===== src/logic/ccl_pkg.sv =====
// Shared constants and carrier types for the comparator control logic.
// Assumes an 8-bit special-function register port driven by the CPU core.
package ccl_pkg;

    // ------------------------------------------------------------
    // Register addresses
    // ------------------------------------------------------------
    localparam logic [7:0] ADDR_RESPONSE_MODE  = 8'h9d;
    localparam logic [7:0] ADDR_INPUT_SELECT   = 8'h9f;
    localparam logic [7:0] ADDR_CONTROL_STATUS = 8'hf8;

    // ------------------------------------------------------------
    // Control and status field positions
    // ------------------------------------------------------------
    localparam int COMPARATOR_ON_BIT  = 7;
    localparam int COMPARE_RESULT_BIT = 6;
    localparam int RISE_SEEN_BIT      = 5;
    localparam int FALL_SEEN_BIT      = 4;
    localparam int PLUS_HYST_LSB      = 2;
    localparam int MINUS_HYST_LSB     = 0;

    // ------------------------------------------------------------
    // Mode and input select field positions
    // ------------------------------------------------------------
    localparam int RESPONSE_SPEED_LSB = 0;
    localparam int MINUS_INPUT_LSB    = 4;
    localparam int PLUS_INPUT_LSB     = 0;

    // ------------------------------------------------------------
    // Writable masks and reset values
    // ------------------------------------------------------------
    localparam logic [7:0] CONTROL_WR_MASK = 8'hbf;
    localparam logic [7:0] MODE_WR_MASK    = 8'h03;
    localparam logic [7:0] SELECT_WR_MASK  = 8'h33;
    localparam logic [7:0] CONTROL_RESET   = 8'h00;
    localparam logic [7:0] MODE_RESET      = 8'h02;
    localparam logic [7:0] SELECT_RESET    = 8'h00;

    // ------------------------------------------------------------
    // Timing
    // ------------------------------------------------------------
    localparam int SYNC_STAGES = 2;

    // ------------------------------------------------------------
    // Carrier types
    // ------------------------------------------------------------
    typedef struct packed {
        logic [7:0] addr;
        logic       wr;
        logic [7:0] wdata;
        logic       bit_wr;
        logic [2:0] bit_idx;
        logic       bit_val;
        logic       rd;
    } ccl_sfr_req_type;

    typedef struct packed {
        logic       power_on;
        logic [1:0] plus_hyst;
        logic [1:0] minus_hyst;
        logic [1:0] response_speed;
        logic [1:0] minus_input_sel;
        logic [1:0] plus_input_sel;
    } ccl_analog_ctrl_type;

endpackage : ccl_pkg


===== src/logic/ccl_sync.sv =====
// Level synchroniser for the asynchronous comparator result.
// Assumes the input may change at any time relative to the clock.
`timescale 1ns/100ps
module ccl_sync #(
    parameter int STAGES = ccl_pkg::SYNC_STAGES
) (
    // Clock and reset
    input  wire logic i_ref_clk,
    input  wire logic i_nrst,
    // Level in and out
    input  wire logic i_async,
    output logic      o_sync
);

    // ------------------------------------------------------------
    // Elaboration check
    // ------------------------------------------------------------
    if (STAGES < 2) begin : g_bad_stages
        $error("ccl_sync needs at least two stages");
    end

    logic [STAGES-1:0] stage;

    // Shift chain, only the last stage is read outside
    always_ff @(posedge i_ref_clk or negedge i_nrst) begin
        if (!i_nrst) begin
            stage <= '0;
        end else begin
            stage <= {stage[STAGES-2:0], i_async};
        end
    end

    assign o_sync = stage[STAGES-1];

endmodule : ccl_sync


===== src/logic/ccl_top.sv =====
// Comparator control logic: three special-function registers, result taps,
// edge flags and interrupt request levels around the analog comparator.
// Assumes the CPU core drives the register port synchronously to i_ref_clk
// and the analog core delivers its raw result asynchronously.
//
// Contract
// - Provide clocked and unclocked comparator result outputs.
// - Unclocked result follows comparator without any clock.
// - Disabled: pin outputs low, analog power off.
// - Control bit 7 enables comparator, resets 0.
// - Control bit 6 reads comparison result only.
// - Rising output edge sets control bit 5.
// - Falling output edge sets control bit 4.
// - Edge flags cleared only by software writing 0.
// - Interrupt request on rising and falling edges.
// - Control bits 3:2 pick positive hysteresis.
// - Control bits 1:0 pick negative hysteresis.
// - Mode bits 1:0 pick response speed.
// - Mode bits 7:2 read zero, writes ignored.
// - Select bits 5:4 pick negative input pin.
// - Select bits 1:0 pick positive input pin.
// - Select bits 7:6, 3:2 read zero.
// - Control register at 0xF8, bit-addressable.
`timescale 1ns/100ps
module ccl_top #(
    parameter int SYNC_STAGES = ccl_pkg::SYNC_STAGES
) (
    // Clock and reset
    input  wire logic                          i_ref_clk,
    input  wire logic                          i_nrst,
    // Register port from the CPU core
    input  wire ccl_pkg::ccl_sfr_req_type      i_sfr_req,
    output logic [7:0]                         o_sfr_rdata,
    output logic                               o_sfr_hit,
    // Analog comparator core
    input  wire logic                          i_raw_compare,
    output ccl_pkg::ccl_analog_ctrl_type       o_analog_ctrl,
    // Result taps towards the port pins
    output logic                               o_latched_compare_out,
    output logic                               o_raw_compare_out,
    // Interrupt request levels
    output logic                               o_rise_irq,
    output logic                               o_fall_irq,
    output logic                               o_compare_irq
);

    // ------------------------------------------------------------
    // Elaboration check
    // ------------------------------------------------------------
    if (SYNC_STAGES < 2) begin : g_bad_sync
        $error("ccl_top needs at least two synchroniser stages");
    end

    // ------------------------------------------------------------
    // Helper functions
    // ------------------------------------------------------------

    // Byte or single-bit write applied to an old register value
    function automatic logic [7:0] apply_write(
        input logic [7:0]                old_val,
        input ccl_pkg::ccl_sfr_req_type  req,
        input logic [7:0]                mask
    );
        logic [7:0] merged;
        merged = old_val;
        if (req.wr) begin
            merged = req.wdata;
        end else if (req.bit_wr) begin
            merged[req.bit_idx] = req.bit_val;
        end
        apply_write = (merged & mask) | (old_val & ~mask);
    endfunction : apply_write

    // Address compare used for every register
    function automatic logic addr_is(
        input ccl_pkg::ccl_sfr_req_type req,
        input logic [7:0]               addr
    );
        addr_is = (req.addr == addr);
    endfunction : addr_is

    // ------------------------------------------------------------
    // Declarations
    // ------------------------------------------------------------
    logic       comparator_on_bit;
    logic       rise_seen_flag;
    logic       fall_seen_flag;
    logic [1:0] plus_hysteresis_sel;
    logic [1:0] minus_hysteresis_sel;
    logic [1:0] response_speed_sel;
    logic [1:0] minus_input_sel;
    logic [1:0] plus_input_sel;

    logic       compare_sync;
    logic       compare_prev;
    logic       compare_result_bit;
    logic       rise_event;
    logic       fall_event;

    logic       hit_control;
    logic       hit_mode;
    logic       hit_select;
    logic       any_write;
    logic       wr_control;
    logic       wr_mode;
    logic       wr_select;

    logic [7:0] control_value;
    logic [7:0] mode_value;
    logic [7:0] select_value;
    logic [7:0] next_control;
    logic [7:0] next_mode;
    logic [7:0] next_select;
    logic [7:0] next_rdata;

    // ------------------------------------------------------------
    // Address decode
    // ------------------------------------------------------------

    // Register hits and write strobes
    assign hit_control = addr_is(i_sfr_req, ccl_pkg::ADDR_CONTROL_STATUS);
    assign hit_mode    = addr_is(i_sfr_req, ccl_pkg::ADDR_RESPONSE_MODE);
    assign hit_select  = addr_is(i_sfr_req, ccl_pkg::ADDR_INPUT_SELECT);
    assign any_write   = i_sfr_req.wr | i_sfr_req.bit_wr;
    assign wr_control  = hit_control & any_write;
    assign wr_mode     = hit_mode & any_write;
    assign wr_select   = hit_select & any_write;

    // Hit indication for the register port
    assign o_sfr_hit = (hit_control | hit_mode | hit_select)
                     & (any_write | i_sfr_req.rd);

    // ------------------------------------------------------------
    // Comparator result path
    // ------------------------------------------------------------

    // Raw result into the clock domain
    ccl_sync #(
        .STAGES (SYNC_STAGES)
    ) u_sync (
        .i_ref_clk (i_ref_clk),
        .i_nrst    (i_nrst),
        .i_async   (i_raw_compare),
        .o_sync    (compare_sync)
    );

    // Status view of the synchronised result, zero while off
    assign compare_result_bit = compare_sync & comparator_on_bit;

    // Previous result for edge detection
    always_ff @(posedge i_ref_clk or negedge i_nrst) begin
        if (!i_nrst) begin
            compare_prev <= 1'b0;
        end else begin
            compare_prev <= compare_result_bit;
        end
    end

    // Edge events on the synchronised result
    assign rise_event = compare_result_bit & ~compare_prev;
    assign fall_event = ~compare_result_bit & compare_prev;

    // Clocked pin tap, low while disabled
    always_ff @(posedge i_ref_clk or negedge i_nrst) begin
        if (!i_nrst) begin
            o_latched_compare_out <= 1'b0;
        end else begin
            o_latched_compare_out <= compare_result_bit;
        end
    end

    // Unclocked pin tap, gated only by the enable
    assign o_raw_compare_out = i_raw_compare & comparator_on_bit;

    // ------------------------------------------------------------
    // Control and status register
    // ------------------------------------------------------------

    // Current byte view of the control register
    assign control_value = {comparator_on_bit,
                            compare_result_bit,
                            rise_seen_flag,
                            fall_seen_flag,
                            plus_hysteresis_sel,
                            minus_hysteresis_sel};

    // Byte or bit write merged into the writable fields
    always_comb begin
        next_control = control_value;
        if (wr_control) begin
            next_control = apply_write(control_value, i_sfr_req,
                                       ccl_pkg::CONTROL_WR_MASK);
        end
    end

    // Enable bit
    always_ff @(posedge i_ref_clk or negedge i_nrst) begin
        if (!i_nrst) begin
            comparator_on_bit <= ccl_pkg::CONTROL_RESET[ccl_pkg::COMPARATOR_ON_BIT];
        end else begin
            comparator_on_bit <= next_control[ccl_pkg::COMPARATOR_ON_BIT];
        end
    end

    // Rising edge flag, a new edge wins over a clear
    always_ff @(posedge i_ref_clk or negedge i_nrst) begin
        if (!i_nrst) begin
            rise_seen_flag <= ccl_pkg::CONTROL_RESET[ccl_pkg::RISE_SEEN_BIT];
        end else begin
            rise_seen_flag <= next_control[ccl_pkg::RISE_SEEN_BIT]
                            | rise_event;
        end
    end

    // Falling edge flag, a new edge wins over a clear
    always_ff @(posedge i_ref_clk or negedge i_nrst) begin
        if (!i_nrst) begin
            fall_seen_flag <= ccl_pkg::CONTROL_RESET[ccl_pkg::FALL_SEEN_BIT];
        end else begin
            fall_seen_flag <= next_control[ccl_pkg::FALL_SEEN_BIT]
                            | fall_event;
        end
    end

    // Hysteresis selects
    always_ff @(posedge i_ref_clk or negedge i_nrst) begin
        if (!i_nrst) begin
            plus_hysteresis_sel  <= ccl_pkg::CONTROL_RESET[ccl_pkg::PLUS_HYST_LSB +: 2];
            minus_hysteresis_sel <= ccl_pkg::CONTROL_RESET[ccl_pkg::MINUS_HYST_LSB +: 2];
        end else begin
            plus_hysteresis_sel  <= next_control[ccl_pkg::PLUS_HYST_LSB +: 2];
            minus_hysteresis_sel <= next_control[ccl_pkg::MINUS_HYST_LSB +: 2];
        end
    end

    // ------------------------------------------------------------
    // Response mode register
    // ------------------------------------------------------------

    // Byte view, upper bits fixed at zero
    assign mode_value = {6'h00, response_speed_sel};

    // Write merge
    always_comb begin
        next_mode = mode_value;
        if (wr_mode) begin
            next_mode = apply_write(mode_value, i_sfr_req,
                                    ccl_pkg::MODE_WR_MASK);
        end
    end

    // Speed select
    always_ff @(posedge i_ref_clk or negedge i_nrst) begin
        if (!i_nrst) begin
            response_speed_sel <= ccl_pkg::MODE_RESET[ccl_pkg::RESPONSE_SPEED_LSB +: 2];
        end else begin
            response_speed_sel <= next_mode[ccl_pkg::RESPONSE_SPEED_LSB +: 2];
        end
    end

    // ------------------------------------------------------------
    // Input select register
    // ------------------------------------------------------------

    // Byte view, unused bits fixed at zero
    assign select_value = {2'h0, minus_input_sel, 2'h0, plus_input_sel};

    // Write merge
    always_comb begin
        next_select = select_value;
        if (wr_select) begin
            next_select = apply_write(select_value, i_sfr_req,
                                      ccl_pkg::SELECT_WR_MASK);
        end
    end

    // Input pin selects
    always_ff @(posedge i_ref_clk or negedge i_nrst) begin
        if (!i_nrst) begin
            minus_input_sel <= ccl_pkg::SELECT_RESET[ccl_pkg::MINUS_INPUT_LSB +: 2];
            plus_input_sel  <= ccl_pkg::SELECT_RESET[ccl_pkg::PLUS_INPUT_LSB +: 2];
        end else begin
            minus_input_sel <= next_select[ccl_pkg::MINUS_INPUT_LSB +: 2];
            plus_input_sel  <= next_select[ccl_pkg::PLUS_INPUT_LSB +: 2];
        end
    end

    // ------------------------------------------------------------
    // Read path
    // ------------------------------------------------------------

    // Read mux, unmapped addresses return zero
    always_comb begin
        next_rdata = 8'h00;
        if (i_sfr_req.rd) begin
            if (hit_control) begin
                next_rdata = control_value;
            end else if (hit_mode) begin
                next_rdata = mode_value;
            end else if (hit_select) begin
                next_rdata = select_value;
            end else begin
                next_rdata = 8'h00;
            end
        end
    end

    // Registered read data
    always_ff @(posedge i_ref_clk or negedge i_nrst) begin
        if (!i_nrst) begin
            o_sfr_rdata <= 8'h00;
        end else begin
            o_sfr_rdata <= next_rdata;
        end
    end

    // ------------------------------------------------------------
    // Analog core controls
    // ------------------------------------------------------------

    // Settings towards the analog core
    always_comb begin
        o_analog_ctrl.power_on        = comparator_on_bit;
        o_analog_ctrl.plus_hyst       = plus_hysteresis_sel;
        o_analog_ctrl.minus_hyst      = minus_hysteresis_sel;
        o_analog_ctrl.response_speed  = response_speed_sel;
        o_analog_ctrl.minus_input_sel = minus_input_sel;
        o_analog_ctrl.plus_input_sel  = plus_input_sel;
    end

    // ------------------------------------------------------------
    // Interrupt requests
    // ------------------------------------------------------------

    // Levels follow the sticky flags
    assign o_rise_irq    = rise_seen_flag;
    assign o_fall_irq    = fall_seen_flag;
    assign o_compare_irq = rise_seen_flag | fall_seen_flag;

endmodule : ccl_top


===== config.mk =====
export PLATFORM = sky130hd
export DESIGN_NAME = ccl_top
export DESIGN_NICKNAME = d
export VERILOG_FILES = /design/src/logic/ccl_pkg.sv /design/src/logic/ccl_sync.sv /design/src/logic/ccl_top.sv
export SDC_FILE = /design/constraint.sdc
export NUM_CORES = 1
export LEC_CHECK = 0
export ABC_AREA = 1
export BUFFER_PORTS_ARGS = -buffer_cell sky130_fd_sc_hd__clkbuf_2
export CAP_MARGIN = 30
export CORE_ASPECT_RATIO = 0.9
export CORE_MARGIN = 2
export CORE_UTILIZATION = 40
export DETAILED_ROUTE_END_ITERATION = 7
export GPL_ROUTABILITY_DRIVEN = 0
export PLACE_DENSITY_LB_ADDON = 0.15
export SYNTH_ARGS = -nofsm -noshare
export SYNTH_HDL_FRONTEND = slang
export SYNTH_SLANG_ARGS = --single-unit

===== constraint.sdc =====
create_clock -name i_ref_clk -period 1.05 [get_ports i_ref_clk]
set_input_delay 0.21 -clock i_ref_clk [delete_from_list [all_inputs] [get_ports i_ref_clk]]
set_output_delay 0.21 -clock i_ref_clk [all_outputs]
set_load 0.02 [all_outputs]

==> out/qor_table.md <==
| Stage | Result | Reported |
|---|---|---|
| sta | Final worst path period need | 1180 ps |
| clocking | Num Clock Sinks | 24 |
| die | Site Rows | 21 |
| die | Floorplan die width | 68.7 um |
| drt | Number of iterations in the first detailed-routing pass | 4 |
| sta | Setup repair after global routing missed its margin | yes |
| cells and area | Fin cells | 354 |
| die | IO Pins | 51 |
| grt | Vias in the first global route | 1595 |
| synth | Commonest register cell after synthesis | sky130_fd_sc_hd__dfrtp_1 |
| placed design | Cell count after placement | 324 |
| status | Violated checks | negative setup slack |
| cells and area | Antenna fix cells | 0 |
| placed design | Post-detailed-placement cell area | 0.00194 mm2 |
| clocking | Source-to-sink clock delay at the later pin of the worst-skew pair | 270 ps |
| clocking | H-tree depth | 1 |
| critical path | Startpoint-to-endpoint class of the critical path | primary input to output port |
| power | Total chip power | 0.00235 W |
| clocking | Clk slew on worst S/H paths | 90 ps |
| clocking | Number of buffers on the longest clock path | 2 |
| sta | Post-Route Setup TNS | -762 ps |
| critical path | Critical Path Sink Type | output port |
| drt | Total number of vias | 1683 |
| cells and area | Most used cells in the layout excluding fill and tap cells | sky130_fd_sc_hd__nand2_1, sky130_fd_sc_hd__buf_4, sky130_fd_sc_hd__clkbuf_2, sky130_fd_sc_hd__dfrtp_1, sky130_fd_sc_hd__nand3_1 |
| drt | Vias per Instance | 4.75 |
| drt | Post-detailed-route DRC marker count | 0 |
| synth | EDFF count, synth | 0 |
| sta | Ratio of final minimum period to clock period | 1.12 |
| critical path | Critical path launch point type | primary input |
| power | Static leakage power | 1.34 nW |
| hold path | Min-Delay Path Class | primary input to flip-flop |
| cells and area | Layout Area Growth over Synthesis | 59.3% |
| critical path | Data arrival, critical path | 970 ps |
| sta | Number of endpoints with negative hold slack in the final report | 0 |
| die | Initial Util | 0.410 |
| cells and area | Final non-filler cell area | 0.00240 mm2 |
| synth | Flop and latch count out of synthesis | 24 |
| cells and area | Nets@finish | 335 |
| synth | Number of nets in the synthesized netlist | 237 |
| grt | Gr usage total | 0.208 |
| cells and area | Fillcell total | 347 |
| synth | Cell area after synthesis | 0.00151 mm2 |
| placed design | Post-DP HPWL | 2870 um |
| drt | Detailed-route wire length | 4270 um |
| critical path | Required arrival time at the worst endpoint | 840 ps |
| sta | Setup violators final | 9 |
| sta | Slew at the pin with the worst max-slew slack | 319 ps |
| die | Overall die height | 62.3 um |
| drt | Number of DRC markers in iteration 0 | 118 |
| grt | First-pass GRT wire length | 6960 um |
| die | Core Footprint | 0.00368 mm2 |
| cells and area | Leading cell type in the layout, fill and taps excluded | sky130_fd_sc_hd__nand2_1 |
| drt | Antenna-violating nets left | 0 |
| sta | Highest attainable clock frequency | 0.848 GHz |
| placed design | Count of buffers inserted at the top-level ports | 49 |
| synth | Fraction of registers with async set/reset | 1.00 |
| synth | Syn Inst Count | 211 |
| grt | Initial antenna violation count | 0 |
| synth | Fraction of the yosys area taken by sequential cells | 0.399 |
| flow run | Count of max-cap constraint violations | 0 |
| sta | Final Slew Violations | 0 |
| drt | Drt wl/cell | 12.1 um |
| cells and area | Proportion of layout cells with a drive suffix above 1 | 0.461 |
| sta | Max Clock Skew | 4.46 ps |
| clocking | CTS buffer count | 3 |
| status | Status | finished, violations left |
| clocking | Root Buffer Master | sky130_fd_sc_hd__clkbuf_8 |
| die | Die Area | 0.00428 mm2 |
| power | Power density of the placed cells | 976 mW/mm2 |
| grt | Maximum number of pins on one net before global-route repair | 25 |
| synth | Number of distinct library cell variants in the gate-level netlist after synthesis | 25 |
| sta | Setup slack after layout | -129 ps |
| synth | Avg Synthesized Cell Area | 7.15 um2 |
| grt | Overflow left after global routing | 0 |
| power | IR Drop Worst-Case VDD | 0.587 mV |
| critical path | Largest fanout on the critical path | 3 |
| synth | Yosys Warn Count | 0 |
| clocking | Clock tree from TritonCTS | done |
| sta | Slew HR | 0.788 |
| sta | Worst hold slack across all endpoints | 54.0 ps |
-- cells by family (layout without fill, tap and decap cells) --
group,after synthesis,count (layout),synth area share
buffers and inverters,34,130,0.105
flip-flops,24,24,0.399
AO/OA/AOI/OAI,21,21,0.0779
AND/OR/NAND/NOR,132,133,0.418
-- critical path, cell delays in order --
cell and delay, ps:
sky130_fd_sc_hd__buf_6 100, sky130_fd_sc_hd__inv_2 50, sky130_fd_sc_hd__nand2_2 60, sky130_fd_sc_hd__nor2_4 140, sky130_fd_sc_hd__nand2_2 80, sky130_fd_sc_hd__nand3_2 70
sky130_fd_sc_hd__o21ai_1 60, sky130_fd_sc_hd__inv_1 60, sky130_fd_sc_hd__clkbuf_8 130
-- area by class of cell --
| class | instances | area, um2 | share of cell area |
|---|---|---|---|
| clock inverter | 1 | 30.0 | 0.0125 |
| tap | 46 | 57.6 | 0.0239 |
| sequential | 24 | 602 | 0.250 |
| clock buffer | 3 | 41.3 | 0.0172 |
| inverter | 30 | 118 | 0.0489 |
| timing repair buffer | 96 | 744 | 0.310 |
| multi-input combinational | 154 | 811 | 0.337 |
-- worst paths after layout --
check,end,cells past startpoint,from,slack (ps)
min,u_sync.stage[0],1,i_raw_compare,50
max reg2reg,o_sfr_rdata[1],5,response_speed_sel[1],40
max in group asynchronous,response_speed_sel[1],3,i_nrst,310
max,o_sfr_hit,9,i_sfr_req[20],-130
min in group asynchronous,minus_hysteresis_sel[1],3,i_nrst,450
min reg2reg,u_sync.stage[1],0,u_sync.stage[0],360
-- stage by stage --
step | setup WS (ps) | utilization
floorplan | 8.54 | -
global placement | -141 | 0.526
detailed placement | -160 | 0.526
CTS | -126 | 0.612
global route | -181 | 0.653
finish | -129 | 0.653
-- where the power goes --
part           switching (W)  internal [W]
clock               0.000312      0.000510
sequential         0.0000189      0.000953
combinational       0.000294      0.000258
-- flip-flops by register name, indices dropped and copies added, names as in the netlist --
register               cells
o_latched_compare_out      1
o_rise_irq                 1
comparator_on_bit          1
minus_input_sel            2
minus_hysteresis_sel       2
o_sfr_rdata                8
u_sync.stage               2
plus_input_sel             2
plus_hysteresis_sel        2
o_fall_irq                 1
response_speed_sel         2
-- synth_stat cells (2+ instances only) --
master                    count  area (um2)
sky130_fd_sc_hd__a21oi_1      2        10.0
sky130_fd_sc_hd__o21ai_0      6        30.0
sky130_fd_sc_hd__nor2_2       7        43.8
sky130_fd_sc_hd__o22ai_1      4        25.0
sky130_fd_sc_hd__inv_1       24        90.1
sky130_fd_sc_hd__dfrtp_1     23         576
sky130_fd_sc_hd__nand3_1     25         125
sky130_fd_sc_hd__inv_2        5        18.8
sky130_fd_sc_hd__nor2_4       7        78.8
sky130_fd_sc_hd__nor2_1      14        52.6
sky130_fd_sc_hd__nand2_1     74         278
sky130_fd_sc_hd__o21ai_1      7        35.0
-- layer usage --
metal / GRT usage / wire (um) / vias up
li1: - / - / 862
met1: 0.298 / 2070 / 781
met2: 0.332 / 2050 / 37
met3: 0.0399 / 144 / 3
met4: 0.0294 / 10 / 0
met5: 0 / 0 / -
-- what timing repair did --
action | in CTS | in global routing
gates resized for setup | 24 | 51
buffers inserted | 18 | 6
hold endpoints to repair | 23 | 0
pin swaps | 6 | 9
hold buffers | 1 | 0
cloned | 0 | 1
setup endpoints to repair | 16 | 21
Power figures use the tool's default switching activity.
